## config.mk

```make
export PLATFORM = sky130hd
export DESIGN_NAME = fpoc_ctrl
export DESIGN_NICKNAME = d
export VERILOG_FILES = /design/src/fpoc_sync.v /design/src/fpoc_blklock.v /design/src/fpoc_ctrl.v
export VERILOG_INCLUDE_DIRS = /design/src
export SDC_FILE = /design/constraint.sdc
export NUM_CORES = 1
export LEC_CHECK = 0
export ABC_CLOCK_PERIOD_IN_PS = 3400
export BUFFER_PORTS_ARGS = -buffer_cell sky130_fd_sc_hd__buf_2
export CAP_MARGIN = 20
export CORE_MARGIN = 8
export CORE_UTILIZATION = 30
export CTS_CLUSTER_SIZE = 24
export DETAILED_ROUTE_END_ITERATION = 12
export PLACE_DENSITY_LB_ADDON = 0.3
export REMOVE_ABC_BUFFERS = 1
export SKIP_LAST_GASP = 1
export SYNTH_ARGS = -nofsm -noshare
export SYNTH_HDL_FRONTEND = slang
export SYNTH_HIERARCHICAL = 1
export SYNTH_SLANG_ARGS = --single-unit
```

## constraint.sdc

```tcl
create_clock -name mclk_i -period 3.4 [get_ports mclk_i]
set_clock_uncertainty 0.1 [all_clocks]
set_input_delay 0.34 -clock mclk_i [delete_from_list [all_inputs] [get_ports mclk_i]]
set_output_delay 0.34 -clock mclk_i [all_outputs]
set_load 0.01 [all_outputs]
```

## src/fpoc_defines.vh

```
// Constants shared by the flash power-down, OTP and protection command block
`ifndef FPOC_DEFINES_VH
`define FPOC_DEFINES_VH

// Opcodes taken from the command set
`define FPOC_OP_WRITE_ENABLE 8'h06
`define FPOC_OP_OTP_ENTER 8'hB1
`define FPOC_OP_OTP_EXIT 8'hC1
`define FPOC_OP_SINGLE_LOCK 8'h36
`define FPOC_OP_SINGLE_UNLOCK 8'h39
`define FPOC_OP_CHIP_UNLOCK 8'h98

// Opcodes with no known value; arbitrary defaults, overridable by parameter
`define FPOC_OP_DEEP_SLEEP 8'hD1
`define FPOC_OP_SLEEP_RELEASE 8'hD2
`define FPOC_OP_SECREG_READ 8'hD3
`define FPOC_OP_SECREG_WRITE 8'hD4
`define FPOC_OP_PROTECT_SELECT 8'hD5

// Frame bit counts
`define FPOC_CNT_W 6
`define FPOC_CNT_ZERO 6'h00
`define FPOC_CNT_MAX 6'h3F
`define FPOC_OP_BITS 6'h08
`define FPOC_ADDR_BITS 6'h20
`define FPOC_STEP_SPI 6'h01
`define FPOC_STEP_QPI 6'h04
`define FPOC_RDP_SPI 3'h1
`define FPOC_RDP_QPI 3'h4

// Security register bit positions
`define FPOC_SR_FACTORY 0
`define FPOC_SR_CUST_LOCK 1
`define FPOC_SR_PROG_PAUSED 2
`define FPOC_SR_ERASE_PAUSED 3
`define FPOC_SR_RESERVED 4
`define FPOC_SR_PROG_FAIL 5
`define FPOC_SR_ERASE_FAIL 6
`define FPOC_SR_METHOD 7
`define FPOC_SR_RESET 8'h00

// Block addressing: 128 blocks of 64 KB
`define FPOC_BLOCKS 128
`define FPOC_BLK_LSB 16
`define FPOC_BLK_MSB 22
`define FPOC_BLK_ALL 7'h7F
`define FPOC_BLK_ONE 7'h01
`define FPOC_BP_ALL 4'h8
`define FPOC_BP_NONE 4'h0
`define FPOC_BP_ONE 4'h1

// Power-down entry delay: 3000 ns at a 10 ns clock
`define FPOC_TDP_CYC 12'h12C
`define FPOC_TDP_W 12
`define FPOC_TDP_ZERO 12'h000
`define FPOC_TDP_ONE 12'h001

// Pin sync reset value: chip select idle high, clock and data low
`define FPOC_PIN_RST 6'h20

`endif

```

## src/fpoc_sync.v

```verilog
// Two-flop synchroniser for the serial pins
`timescale 1ns/10ps
module fpoc_sync #(
  parameter W = 6,
  parameter [W-1:0] RV = {W{1'b0}}
) (
  // Clock and reset
  input wire mclk_i,
  input wire rstn_i,
  // Data
  input wire [W-1:0] d_i,
  output reg [W-1:0] q_o
);

  reg [W-1:0] meta_q;

  always @(posedge mclk_i or negedge rstn_i) begin
    if (!rstn_i) begin
      meta_q <= RV;
      q_o <= RV;
    end else begin
      meta_q <= d_i;
      q_o <= meta_q;
    end
  end

endmodule

```

## src/fpoc_blklock.v

```verilog
// Per-block volatile lock bits
`timescale 1ns/10ps
`include "fpoc_defines.vh"
module fpoc_blklock (
  // Clock and reset
  input wire mclk_i,
  input wire rstn_i,
  // Commands
  input wire lock_i,
  input wire unlock_i,
  input wire all_unlock_i,
  input wire [6:0] idx_i,
  // Lock state
  output wire [`FPOC_BLOCKS-1:0] lock_o
);

  genvar i;
  generate
    for (i = 0; i < `FPOC_BLOCKS; i = i + 1) begin : g_blk
      reg lock_q;
      always @(posedge mclk_i or negedge rstn_i) begin
        // All blocks come up locked
        if (!rstn_i) begin
          lock_q <= 1'b1;
        end else if (all_unlock_i) begin
          lock_q <= 1'b0;
        end else if (lock_i && idx_i == i[6:0]) begin
          lock_q <= 1'b1;
        end else if (unlock_i && idx_i == i[6:0]) begin
          lock_q <= 1'b0;
        end
      end
      assign lock_o[i] = lock_q;
    end
  endgenerate

endmodule

```

## src/fpoc_ctrl.v

```verilog
// Command handling for deep power-down, secured OTP, security register and protection select
`timescale 1ns/10ps
`include "fpoc_defines.vh"
module fpoc_ctrl #(
  parameter [7:0] DEEP_SLEEP_OP = `FPOC_OP_DEEP_SLEEP,
  parameter [7:0] SLEEP_RELEASE_OP = `FPOC_OP_SLEEP_RELEASE,
  parameter [7:0] OTP_ENTER_OP = `FPOC_OP_OTP_ENTER,
  parameter [7:0] OTP_EXIT_OP = `FPOC_OP_OTP_EXIT,
  parameter [7:0] SECREG_READ_OP = `FPOC_OP_SECREG_READ,
  parameter [7:0] SECREG_WRITE_OP = `FPOC_OP_SECREG_WRITE,
  parameter [7:0] PROTECT_SELECT_OP = `FPOC_OP_PROTECT_SELECT
) (
  // Clock and reset
  input wire mclk_i,
  input wire rstn_i,
  // Serial pins
  input wire cs_n_i,
  input wire sclk_i,
  input wire [3:0] sio_i,
  output reg [3:0] sio_o,
  output reg [3:0] sio_oe_o,
  // Device mode and engine state
  input wire quad_command_mode_i,
  input wire [3:0] block_protect_bits_i,
  input wire program_paused_flag_i,
  input wire erase_paused_flag_i,
  input wire program_fail_i,
  input wire erase_fail_i,
  // Non-volatile bits as stored
  input wire nv_factory_lock_i,
  input wire nv_otp_customer_lock_i,
  input wire nv_protect_method_i,
  // Protection query
  input wire [23:0] prot_addr_i,
  output reg prot_o,
  // Status to the rest of the device
  output reg [7:0] secreg_o,
  output reg deep_sleep_o,
  output reg otp_mode_o,
  output reg array_block_o,
  output reg status_write_ok_o,
  output reg otp_write_ok_o,
  output reg write_enable_o
);

  localparam [2:0] ST_IDLE = 3'b001;
  localparam [2:0] ST_PDWAIT = 3'b010;
  localparam [2:0] ST_SLEEP = 3'b100;
  localparam [`FPOC_TDP_W-1:0] TDP_CYC = `FPOC_TDP_CYC;

  wire [5:0] pin_s;
  wire cs_s = pin_s[5];
  wire sck_s = pin_s[4];
  wire [3:0] sio_s = pin_s[3:0];

  reg cs_d_q;
  reg sck_d_q;
  reg [`FPOC_CNT_W-1:0] cnt_q;
  reg [`FPOC_CNT_W-1:0] cnt_d;
  reg [31:0] sh_q;
  reg [31:0] sh_d;
  reg [7:0] op_q;
  reg opv_q;
  reg [2:0] rdp_q;
  reg [2:0] st_q;
  reg [2:0] st_d;
  reg [`FPOC_TDP_W-1:0] tdp_q;
  reg otp_q;
  reg wel_q;
  reg lock_set_q;
  reg method_set_q;
  reg [7:0] secreg_q;
  reg [6:0] bp_mask;
  reg bp_prot;

  wire [`FPOC_BLOCKS-1:0] blk_lock;

  // Pins cross into the clock domain
  fpoc_sync #(
    .W(6),
    .RV(`FPOC_PIN_RST)
  ) u_sync (
    .mclk_i(mclk_i),
    .rstn_i(rstn_i),
    .d_i({cs_n_i, sclk_i, sio_i}),
    .q_o(pin_s)
  );

  always @(posedge mclk_i or negedge rstn_i) begin
    if (!rstn_i) begin
      cs_d_q <= 1'b1;
      sck_d_q <= 1'b0;
    end else begin
      cs_d_q <= cs_s;
      sck_d_q <= sck_s;
    end
  end

  wire cs_rise = cs_s & ~cs_d_q;
  wire sck_rise = ~cs_s & sck_s & ~sck_d_q;
  wire sck_fall = ~cs_s & ~sck_s & sck_d_q;
  wire awake = st_q[0];

  // Shift in one line per clock, or four in quad form
  always @* begin
    if (quad_command_mode_i) begin
      sh_d = {sh_q[27:0], sio_s};
      cnt_d = (cnt_q > `FPOC_CNT_MAX - `FPOC_STEP_QPI) ? `FPOC_CNT_MAX : cnt_q + `FPOC_STEP_QPI;
    end else begin
      sh_d = {sh_q[30:0], sio_s[0]};
      cnt_d = (cnt_q == `FPOC_CNT_MAX) ? `FPOC_CNT_MAX : cnt_q + `FPOC_STEP_SPI;
    end
  end

  wire is_dp = (op_q == DEEP_SLEEP_OP);
  wire is_rdp = (op_q == SLEEP_RELEASE_OP);
  wire is_otp_enter_cmd = (op_q == OTP_ENTER_OP);
  wire is_otp_exit_cmd = (op_q == OTP_EXIT_OP);
  wire is_rdsr = (op_q == SECREG_READ_OP);
  wire is_status_write_cmd = (op_q == SECREG_WRITE_OP);
  wire is_psel = (op_q == PROTECT_SELECT_OP);
  wire is_write_enable_cmd = (op_q == `FPOC_OP_WRITE_ENABLE);
  wire is_slk = (op_q == `FPOC_OP_SINGLE_LOCK);
  wire is_sulk = (op_q == `FPOC_OP_SINGLE_UNLOCK);
  wire is_culk = (op_q == `FPOC_OP_CHIP_UNLOCK);

  // Commands other than the read act only when chip select rises after exactly 8 bits, or 32 for single-block lock and unlock
  wire ex8 = cs_rise & opv_q & awake & (cnt_q == `FPOC_OP_BITS);
  wire ex32 = cs_rise & opv_q & awake & (cnt_q == `FPOC_ADDR_BITS);
  wire rd_act = opv_q & is_rdsr & awake;

  wire cust_lock = nv_otp_customer_lock_i | lock_set_q;
  wire method = nv_protect_method_i | method_set_q;
  wire status_write_cmd_ok = ex8 & is_status_write_cmd & wel_q & ~otp_q & ~cust_lock;
  wire blk_cmd_ok = method & wel_q;
  wire do_lock = ex32 & is_slk & blk_cmd_ok;
  wire do_unlock = ex32 & is_sulk & blk_cmd_ok;
  wire do_all_unlock = ex8 & is_culk & blk_cmd_ok;

  // Frame capture and read pointer
  always @(posedge mclk_i or negedge rstn_i) begin
    if (!rstn_i) begin
      cnt_q <= `FPOC_CNT_ZERO;
      sh_q <= 32'h00000000;
      op_q <= 8'h00;
      opv_q <= 1'b0;
      rdp_q <= 3'h0;
    end else if (cs_s) begin
      cnt_q <= `FPOC_CNT_ZERO;
      opv_q <= 1'b0;
      rdp_q <= 3'h0;
    end else if (sck_rise) begin
      sh_q <= sh_d;
      cnt_q <= cnt_d;
      if (cnt_d == `FPOC_OP_BITS && !opv_q) begin
        op_q <= sh_d[7:0];
        opv_q <= 1'b1;
      end
    end else if (sck_fall && rd_act) begin
      rdp_q <= rdp_q + (quad_command_mode_i ? `FPOC_RDP_QPI : `FPOC_RDP_SPI);
    end
  end

  // Security register driven out on falling clock, repeating each byte
  always @(posedge mclk_i or negedge rstn_i) begin
    if (!rstn_i) begin
      sio_o <= 4'h0;
      sio_oe_o <= 4'h0;
    end else if (cs_s) begin
      sio_oe_o <= 4'h0;
    end else if (sck_fall && rd_act) begin
      if (quad_command_mode_i) begin
        sio_o <= rdp_q[2] ? secreg_q[3:0] : secreg_q[7:4];
        sio_oe_o <= 4'hF;
      end else begin
        sio_o <= {2'b00, secreg_q[~rdp_q], 1'b0};
        sio_oe_o <= 4'h2;
      end
    end
  end

  // Power state
  always @* begin
    st_d = st_q;
    case (st_q)
      ST_IDLE: begin
        if (ex8 && is_dp) begin
          st_d = ST_PDWAIT;
        end
      end
      ST_PDWAIT: begin
        if (tdp_q == TDP_CYC) begin
          st_d = ST_SLEEP;
        end
      end
      ST_SLEEP: begin
        if (cs_rise && opv_q && is_rdp && cnt_q == `FPOC_OP_BITS) begin
          st_d = ST_IDLE;
        end
      end
      default: begin
        st_d = ST_IDLE;
      end
    endcase
  end

  always @(posedge mclk_i or negedge rstn_i) begin
    if (!rstn_i) begin
      st_q <= ST_IDLE;
      tdp_q <= `FPOC_TDP_ZERO;
    end else begin
      st_q <= st_d;
      if (st_q == ST_PDWAIT) begin
        tdp_q <= tdp_q + `FPOC_TDP_ONE;
      end else begin
        tdp_q <= `FPOC_TDP_ZERO;
      end
    end
  end

  // OTP mode, write enable and one-way security bits
  always @(posedge mclk_i or negedge rstn_i) begin
    if (!rstn_i) begin
      otp_q <= 1'b0;
      wel_q <= 1'b0;
      lock_set_q <= 1'b0;
      method_set_q <= 1'b0;
    end else begin
      if (ex8 && is_otp_enter_cmd) begin
        otp_q <= 1'b1;
      end else if (ex8 && is_otp_exit_cmd) begin
        otp_q <= 1'b0;
      end
      if (ex8 && is_write_enable_cmd) begin
        wel_q <= 1'b1;
      end else if (status_write_cmd_ok || do_lock || do_unlock || do_all_unlock) begin
        wel_q <= 1'b0;
      end
      if (status_write_cmd_ok) begin
        lock_set_q <= 1'b1;
      end
      if (ex8 && is_psel) begin
        method_set_q <= 1'b1;
      end
    end
  end

  fpoc_blklock u_blklock (
    .mclk_i(mclk_i),
    .rstn_i(rstn_i),
    .lock_i(do_lock),
    .unlock_i(do_unlock),
    .all_unlock_i(do_all_unlock),
    .idx_i(sh_q[`FPOC_BLK_MSB:`FPOC_BLK_LSB]),
    .lock_o(blk_lock)
  );

  // Block-protect bits cover the top 2^(n-1) blocks
  always @* begin
    bp_mask = (`FPOC_BLK_ONE << (block_protect_bits_i - `FPOC_BP_ONE)) - `FPOC_BLK_ONE;
    if (block_protect_bits_i >= `FPOC_BP_ALL) begin
      bp_prot = 1'b1;
    end else if (block_protect_bits_i == `FPOC_BP_NONE) begin
      bp_prot = 1'b0;
    end else begin
      bp_prot = ((prot_addr_i[`FPOC_BLK_MSB:`FPOC_BLK_LSB] | bp_mask) == `FPOC_BLK_ALL);
    end
  end

  // Registered outputs
  always @(posedge mclk_i or negedge rstn_i) begin
    if (!rstn_i) begin
      secreg_q <= `FPOC_SR_RESET;
      secreg_o <= `FPOC_SR_RESET;
      prot_o <= 1'b1;
      deep_sleep_o <= 1'b0;
      otp_mode_o <= 1'b0;
      array_block_o <= 1'b0;
      status_write_ok_o <= 1'b1;
      otp_write_ok_o <= 1'b0;
      write_enable_o <= 1'b0;
    end else begin
      secreg_q[`FPOC_SR_FACTORY] <= nv_factory_lock_i;
      secreg_q[`FPOC_SR_CUST_LOCK] <= cust_lock;
      secreg_q[`FPOC_SR_PROG_PAUSED] <= program_paused_flag_i;
      secreg_q[`FPOC_SR_ERASE_PAUSED] <= erase_paused_flag_i;
      secreg_q[`FPOC_SR_RESERVED] <= 1'b0;
      secreg_q[`FPOC_SR_PROG_FAIL] <= program_fail_i;
      secreg_q[`FPOC_SR_ERASE_FAIL] <= erase_fail_i;
      secreg_q[`FPOC_SR_METHOD] <= method;
      secreg_o <= secreg_q;
      prot_o <= method ? blk_lock[prot_addr_i[`FPOC_BLK_MSB:`FPOC_BLK_LSB]] : bp_prot;
      deep_sleep_o <= st_d[2];
      otp_mode_o <= otp_q;
      array_block_o <= otp_q;
      status_write_ok_o <= ~otp_q;
      otp_write_ok_o <= otp_q & ~cust_lock & ~nv_factory_lock_i;
      write_enable_o <= wel_q;
    end
  end

endmodule

```

; ---- Word level (Yosys, flattened, before mapping)
; Index checks and enable logic that the tools add are counted.
[classes]
multipliers = 0
reduce_logical = 411
div_mod_pow = 0
bitwise_logic = 35
shifts = 1
n_eq_ne = 151
magnitude_cmp = 4
addsub = 6
muxes = 418
[op_table]
columns = cell, n
row1 = 7-bit equality test (second input constant), 65
row2 = 1-bit two-way mux, 396
row3 = 3-bit nonzero test, 128
row4 = 1-bit logical AND, 266
row5 = 7-bit by 6-bit equality test with 1-bit output (second input constant), 32
row6 = 7-bit by 5-bit equality test with 1-bit output (second input constant), 16
row7 = 8-bit equality test (second input constant), 8
row8 = 7-bit by 4-bit equality test with 1-bit output (second input constant), 8
row9 = 6-bit two-way mux, 5
row10 = 7-bit by 3-bit equality test with 1-bit output (second input constant), 4
row11 = 1-bit AND, 24
row12 = 23-bit two-way mux, 1
row13 = 3-bit two-way mux, 7
row14 = 4-bit two-way mux, 5
row15 = 8-bit by 6-bit equality test with 1-bit output (second input constant), 2
row16 = 7-bit by 2-bit equality test with 1-bit output (second input constant), 2
row17 = 12-bit by 1-bit adder with 12-bit output (second input constant), 1
row18 = 12-bit by 9-bit equality test with 1-bit output (second input constant), 1
row19 = 6-bit by 4-bit equality test with 1-bit output (second input constant), 2
row20 = 6-bit equality test (second input constant), 2
row21 = 12-bit two-way mux, 1
row22 = 2-bit nonzero test, 5
row23 = 3-bit one-hot mux with 3 select lines, 1
row24 = 8-bit by 3-bit equality test with 1-bit output (second input constant), 1
row25 = other kinds (28), 43
[word_totals]
latchBits = 0
memories = 0
output_inout_bits = 23
in_bits = 44
mem_bits_rw = 0
ff_bits = 229
elab_cells = 1179
romBits = 0

; ---- Depth between registers and ports, before layout
[depth]
ltp_word = 14
depth_mapped = 11
mapped_depth_nobuf = 8

; ---- By module
; The synthesis kept the hierarchy.
[modules_own_cells]
columns = mod, area_per_inst_um2, seq_area_each_um2, instances, cells_per_inst
row1 = fpoc_blklock, 6971.7, 3363.2, 1, 737
row2 = fpoc_ctrl, 5445.2, 2182.1, 1, 533
row3 = fpoc_sync, 302.8, 302.8, 1, 12

; ---- Least setup slack after synthesis
; No wires, ideal clock.
[synth_path]
path_type = register to register
startpoint = reg u_sync.q_o[5]
endpoint = reg u_blklock.g_blk[3].lock_q
path_slack_ns = 0.851
required_ns = 3.211
t_arrival_ns = 2.360
setup_ns = 0.089
n_path_buf = 3
synth_period_minus_slack_ns = 2.549
path_stages_with_launch = 11
cell_sequence = dfstp_2 and4b_1 and3_1 inv_1 nor4_1 clkbuf_2 or4b_1 buf_2 buf_6 o21ai_1 o21ai_1
[synth_between]
word_cells_on_any_way = 16
classes_between = 2 x mux / 11 x bitwise / 3 x reduce/logical
[synth_rtl]
columns = element, line_no
row1 = "start, declared", fpoc_sync.v:12  ; output reg [W-1:0] q_o
row2 = "start signal, assigned", fpoc_sync.v:23  ; q_o <= meta_q;
row3 = 1-bit AND, fpoc_ctrl.v:99  ; wire cs_rise = cs_s & ~cs_d_q;
row4 = 1-bit AND (3 in series), fpoc_ctrl.v:129  ; wire ex32 = cs_rise & opv_q & awake & (cnt_q == `FPOC_ADDR_BITS);
row5 = 1-bit AND (2 in series), fpoc_ctrl.v:137  ; wire do_unlock = ex32 & is_sulk & blk_cmd_ok;
row6 = net do_unlock, fpoc_ctrl.v:137
row7 = 1-bit logical AND, fpoc_blklock.v:29  ; end else if (unlock_i && idx_i == i[6:0]) begin
row8 = 3-bit nonzero test (no line), -
row9 = "end signal, assigned", fpoc_blklock.v:26  ; lock_q <= 1'b0;
row10 = "end signal, assigned", fpoc_blklock.v:28  ; lock_q <= 1'b1;
row11 = "end signal, assigned", fpoc_blklock.v:30  ; lock_q <= 1'b0;
row12 = "end, declared", fpoc_blklock.v:20  ; reg lock_q;
; The timed path passes the listed nets, and every way through them passes these cells.
; A chain may end at the register's enable or synchronous reset.

; ---- Worst setup path in the final report
[layout_path]
startpoint = reg st_q[0]
endpoint = reg u_blklock.g_blk[68].lock_q
[layout_between]
word_cells_on_any_way = 14
classes_between = 2 x mux / 9 x bitwise / 3 x reduce/logical
[layout_rtl]
columns = element, line_no
row1 = "start, declared", fpoc_ctrl.v:65  ; reg [2:0] st_q;
row2 = "start signal, assigned", fpoc_ctrl.v:212  ; st_q <= st_d;
row3 = 1-bit AND (2 in series), fpoc_ctrl.v:129
row4 = 1-bit AND (2 in series), fpoc_ctrl.v:137
row5 = net do_unlock, fpoc_ctrl.v:137
row6 = 1-bit logical AND, fpoc_blklock.v:29
row7 = 3-bit nonzero test (no line), -
row8 = "end signal, assigned", fpoc_blklock.v:26
row9 = "end signal, assigned", fpoc_blklock.v:28
row10 = "end signal, assigned", fpoc_blklock.v:30
row11 = "end, declared", fpoc_blklock.v:20
; The timed path passes the listed nets, and every way through them passes these cells.

==> impl_metrics.tcl <==
set metrics [dict create \
    max-slew-margin-rel_pct 47.0 \
    ios 67 \
    synth-xor-area-share_pct 0.895 \
    fin_nets 1233 \
    diodes 0 \
    wl_per_cell_um 17.4 \
    wl_mm 30.3 \
    dieArea_um2 49200 \
    dp_cells 1678 \
    powerDensity_nw_per_um2 458 \
    cts.htree.levels 1 \
    clkTransAtPathRegs_ps 60 \
    endpoint_kind "register" \
    synth_top_area_cell "dfstp_2" \
    die_w_um 222 \
    cts_buffers 25 \
    r2r-start "st_q[0]" \
    r2r_cells 8 \
    fin_crit_sh_pct 86.6 \
    drt_iter0_markers 538 \
    synth_seq_cells 227 \
    dp_hpwl_mm 18.8 \
    final_cells 1736 \
    grt_pass1_vias 8766 \
    place_area_um2 12500 \
    synth_cells 1282 \
    ys_async_sr_fraction_pct 100 \
    register_area_um2 5850 \
    viasPerCell 4.97 \
    min_path_cells 3 \
    worstHoldStart "quad_command_mode_i" \
    rsz0062_at_grt "false" \
    antenna_left 0 \
    synthAdderAreaFrac_pct 0.984 \
    yosys-top-cells-area "dfstp_2, dfrtp_1, o21ai_0" \
    synth_simple_gate_area_share_pct 15.4 \
    synth_compound_area_share_pct 15.7 \
    crit_required_ps 3730 \
    start_util_pct 30.3 \
    grt_usage_pct 12.1 \
    multiInputGateArea_um2 5360 \
    avgSynthCellArea_um2 9.92 \
    grt_pass1_wl_mm 49.4 \
    cap_violations 0 \
    synth_mux_area_share_pct 9.11 \
    antenna_found_initial 0 \
    critical_path_class "reg2reg" \
    gp_congestion 0.782 \
    cts_sinks 227 \
    stdcell_area_um2 13400 \
    die_h_um 222 \
    leakagePower_nw 5.27 \
    clk_latency_ps 530 \
    ir_worst_vdd_uv 332 \
    setup_viol 0 \
    final_layout_size_suffix_gt1_share_pct 23.2 \
    status "complete, no violations" \
    drc_errors 0 \
    hold_end "sio_o[2]" \
    worst_pin_slew_ps 791 \
    cp-start-kind "register" \
    syn_area_um2 12700 \
    drt-pass1-iter-count 5 \
    post-route-util_pct 31.8 \
    power.total_w 0.00611 \
    core-area_um2 41900 \
    grt_start_max_net_pins 129 \
    cts_tree "built" \
    port_buffers 48 \
    rows 75 \
    hold_violations 0 \
    cp_max_fo 16 \
    area_delta_synth_final_pct 5.00 \
    timing.fmax_mhz 339 \
    min-delay-path-class "in2reg" \
    grt_overflow 0 \
    vias 8622 \
    tns_ps 0 \
    ys.flop_type "dfstp_2" \
    drv_slew 0 \
    synth_edf_count 0 \
    root_buffer "clkbuf_16" \
    synth_cell_types 77 \
    r2r-end "u_blklock/g_blk[68].lock_q" \
    worstPathArrival_ps 3280 \
    ys_seq_area_share_pct 46.0 \
    synth_common_cells "o21ai_0, buf_4, nor2b_1" \
    ys_warn_count 6 \
    synth_top_family_by_area "compound AO/OA/AOI/OAI gates" \
    r2r_slack_ps 450 \
    synth_top_area_share_pct 27.7 \
    synth_most_common_cell "o21ai_0" \
    cts_buffer_depth 3 \
    fillers 4276 \
    layout_min_cycle_time_ps 2950 \
]
==> worst max-delay path by stage <==
stage	cells past startpoint	slack [ps]	endpoint	start
3_5_place_dp	8	490	u_blklock/g_blk[69].lock_q	st_q[0]
2_1_floorplan	8	-1020	u_blklock/g_blk[10].lock_q	cnt_q[2]
5_1_grt	8	100	u_blklock/g_blk[68].lock_q	st_q[0]
4_1_cts	8	420	u_blklock/g_blk[68].lock_q	st_q[0]
6_report	8	450	u_blklock/g_blk[68].lock_q	st_q[0]
3_3_place_gp	8	520	u_blklock/g_blk[75].lock_q	st_q[0]
==> cell type report <==
class                   instances  area share (%)
clock inverters                11           0.515
repair buffers                 90            4.76
multi-input cells             810            40.1
well taps                     539            5.05
inverters                      25           0.703
flip-flops and latches        227            43.8
clock buffers                  34            5.09
==> power by group <==
group | leakage (nW) | internal, W | switching, W | total, W
logic | 2.44 | 0.000218 | 0.000378 | 0.000596
clock network | 0.371 | 0.00141 | 0.00113 | 0.00254
registers | 2.46 | 0.00282 | 0.000163 | 0.00298
==> what timing repair did <==
item                                   in CTS  in global routing
endpoints found under the hold margin      58                  0
setup buffers                               0                  0
resized for setup                           0                  0
setup endpoints to repair                   0                  0
hold buffers                               13                  0
==> per-layer routing <==
layer / vias to the layer above / GRT usage [%] / part of all wire (%) / routed length (um)
li1: 4146 / - / - / -
met1: 4266 / 17.0 / 49 / 14900
met2: 161 / 19.2 / 45 / 13500
met3: 49 / 2.00 / 3.8 / 1150
met4: 0 / 3.14 / 2.4 / 719
met5: - / 0 / 0 / 0
==> through the flow <==
| stage | setup WS [ps] | hold WS [ps] |
|---|---|---|
| 2_1_floorplan | -1020 | -55.6 |
| 3_3_place_gp | 517 | 235 |
| 3_5_place_dp | 490 | 236 |
| 4_1_cts | 417 | 71.1 |
| 5_1_grt | 98.2 | 89.0 |
| 6_report | 454 | 83.9 |
==> layout by cell type (no fill, tap or decap), types with 5 or more instances in the layout <==
cell / instances
nand4b_1: 11
mux2i_1: 67
nor2b_1: 136
or4b_1: 6
and3_1: 6
dfstp_2: 134
o21ai_0: 242
a22oi_1: 11
a31oi_1: 8
dlygate4sd3_1: 13
clkbuf_1: 7
nand3_1: 15
a21oi_1: 36
nand4bb_1: 9
clkinv_2: 7
clkbuf_16: 25
xnor2_1: 5
dfrtp_1: 93
nor3_1: 11
nand4_1: 7
buf_4: 26
ha_1: 10
mux2_2: 7
nand2b_1: 8
inv_1: 24
buf_2: 47
nor2_1: 55
mux4_2: 12
nand2_1: 38
xor2_1: 8
o21ai_1: 26
==> critical path, stage by stage (launching register included) <==
cell,delay (ps)
dfstp_2,580
and4b_1,270
and3_1,200
inv_1,60
nor4_1,410
buf_4,230
nand4bb_1,500
o21ai_0,370
o21ai_0,130
==> state kept, by name, summed over array words and instances (netlist names), 6 cells and up <==
name                    flops
op_q                        8
u_sync/q_o                  6
u_blklock/g_blk.lock_q    128
sh_q                       23
cnt_q                       6
secreg_o                    7
secreg_q                    7
tdp_q                      12
u_sync/meta_q               6
==> cell families (layout without fill, tap and decap cells) <==
| group | after synthesis | in the layout |
|---|---|---|
| buffers and inverters | 245 | 160 |
| DFF | 227 | 227 |
| muxes | 93 | 93 |
| xor gates and xnor gates | 13 | 13 |
| adders and majority gates | 10 | 10 |
| other | 1 | 1 |
| AOI/OAI and AO/OA | 360 | 360 |
| and+or+nand+nor | 333 | 333 |
No activity file was read; power rests on OpenSTA's default activity.
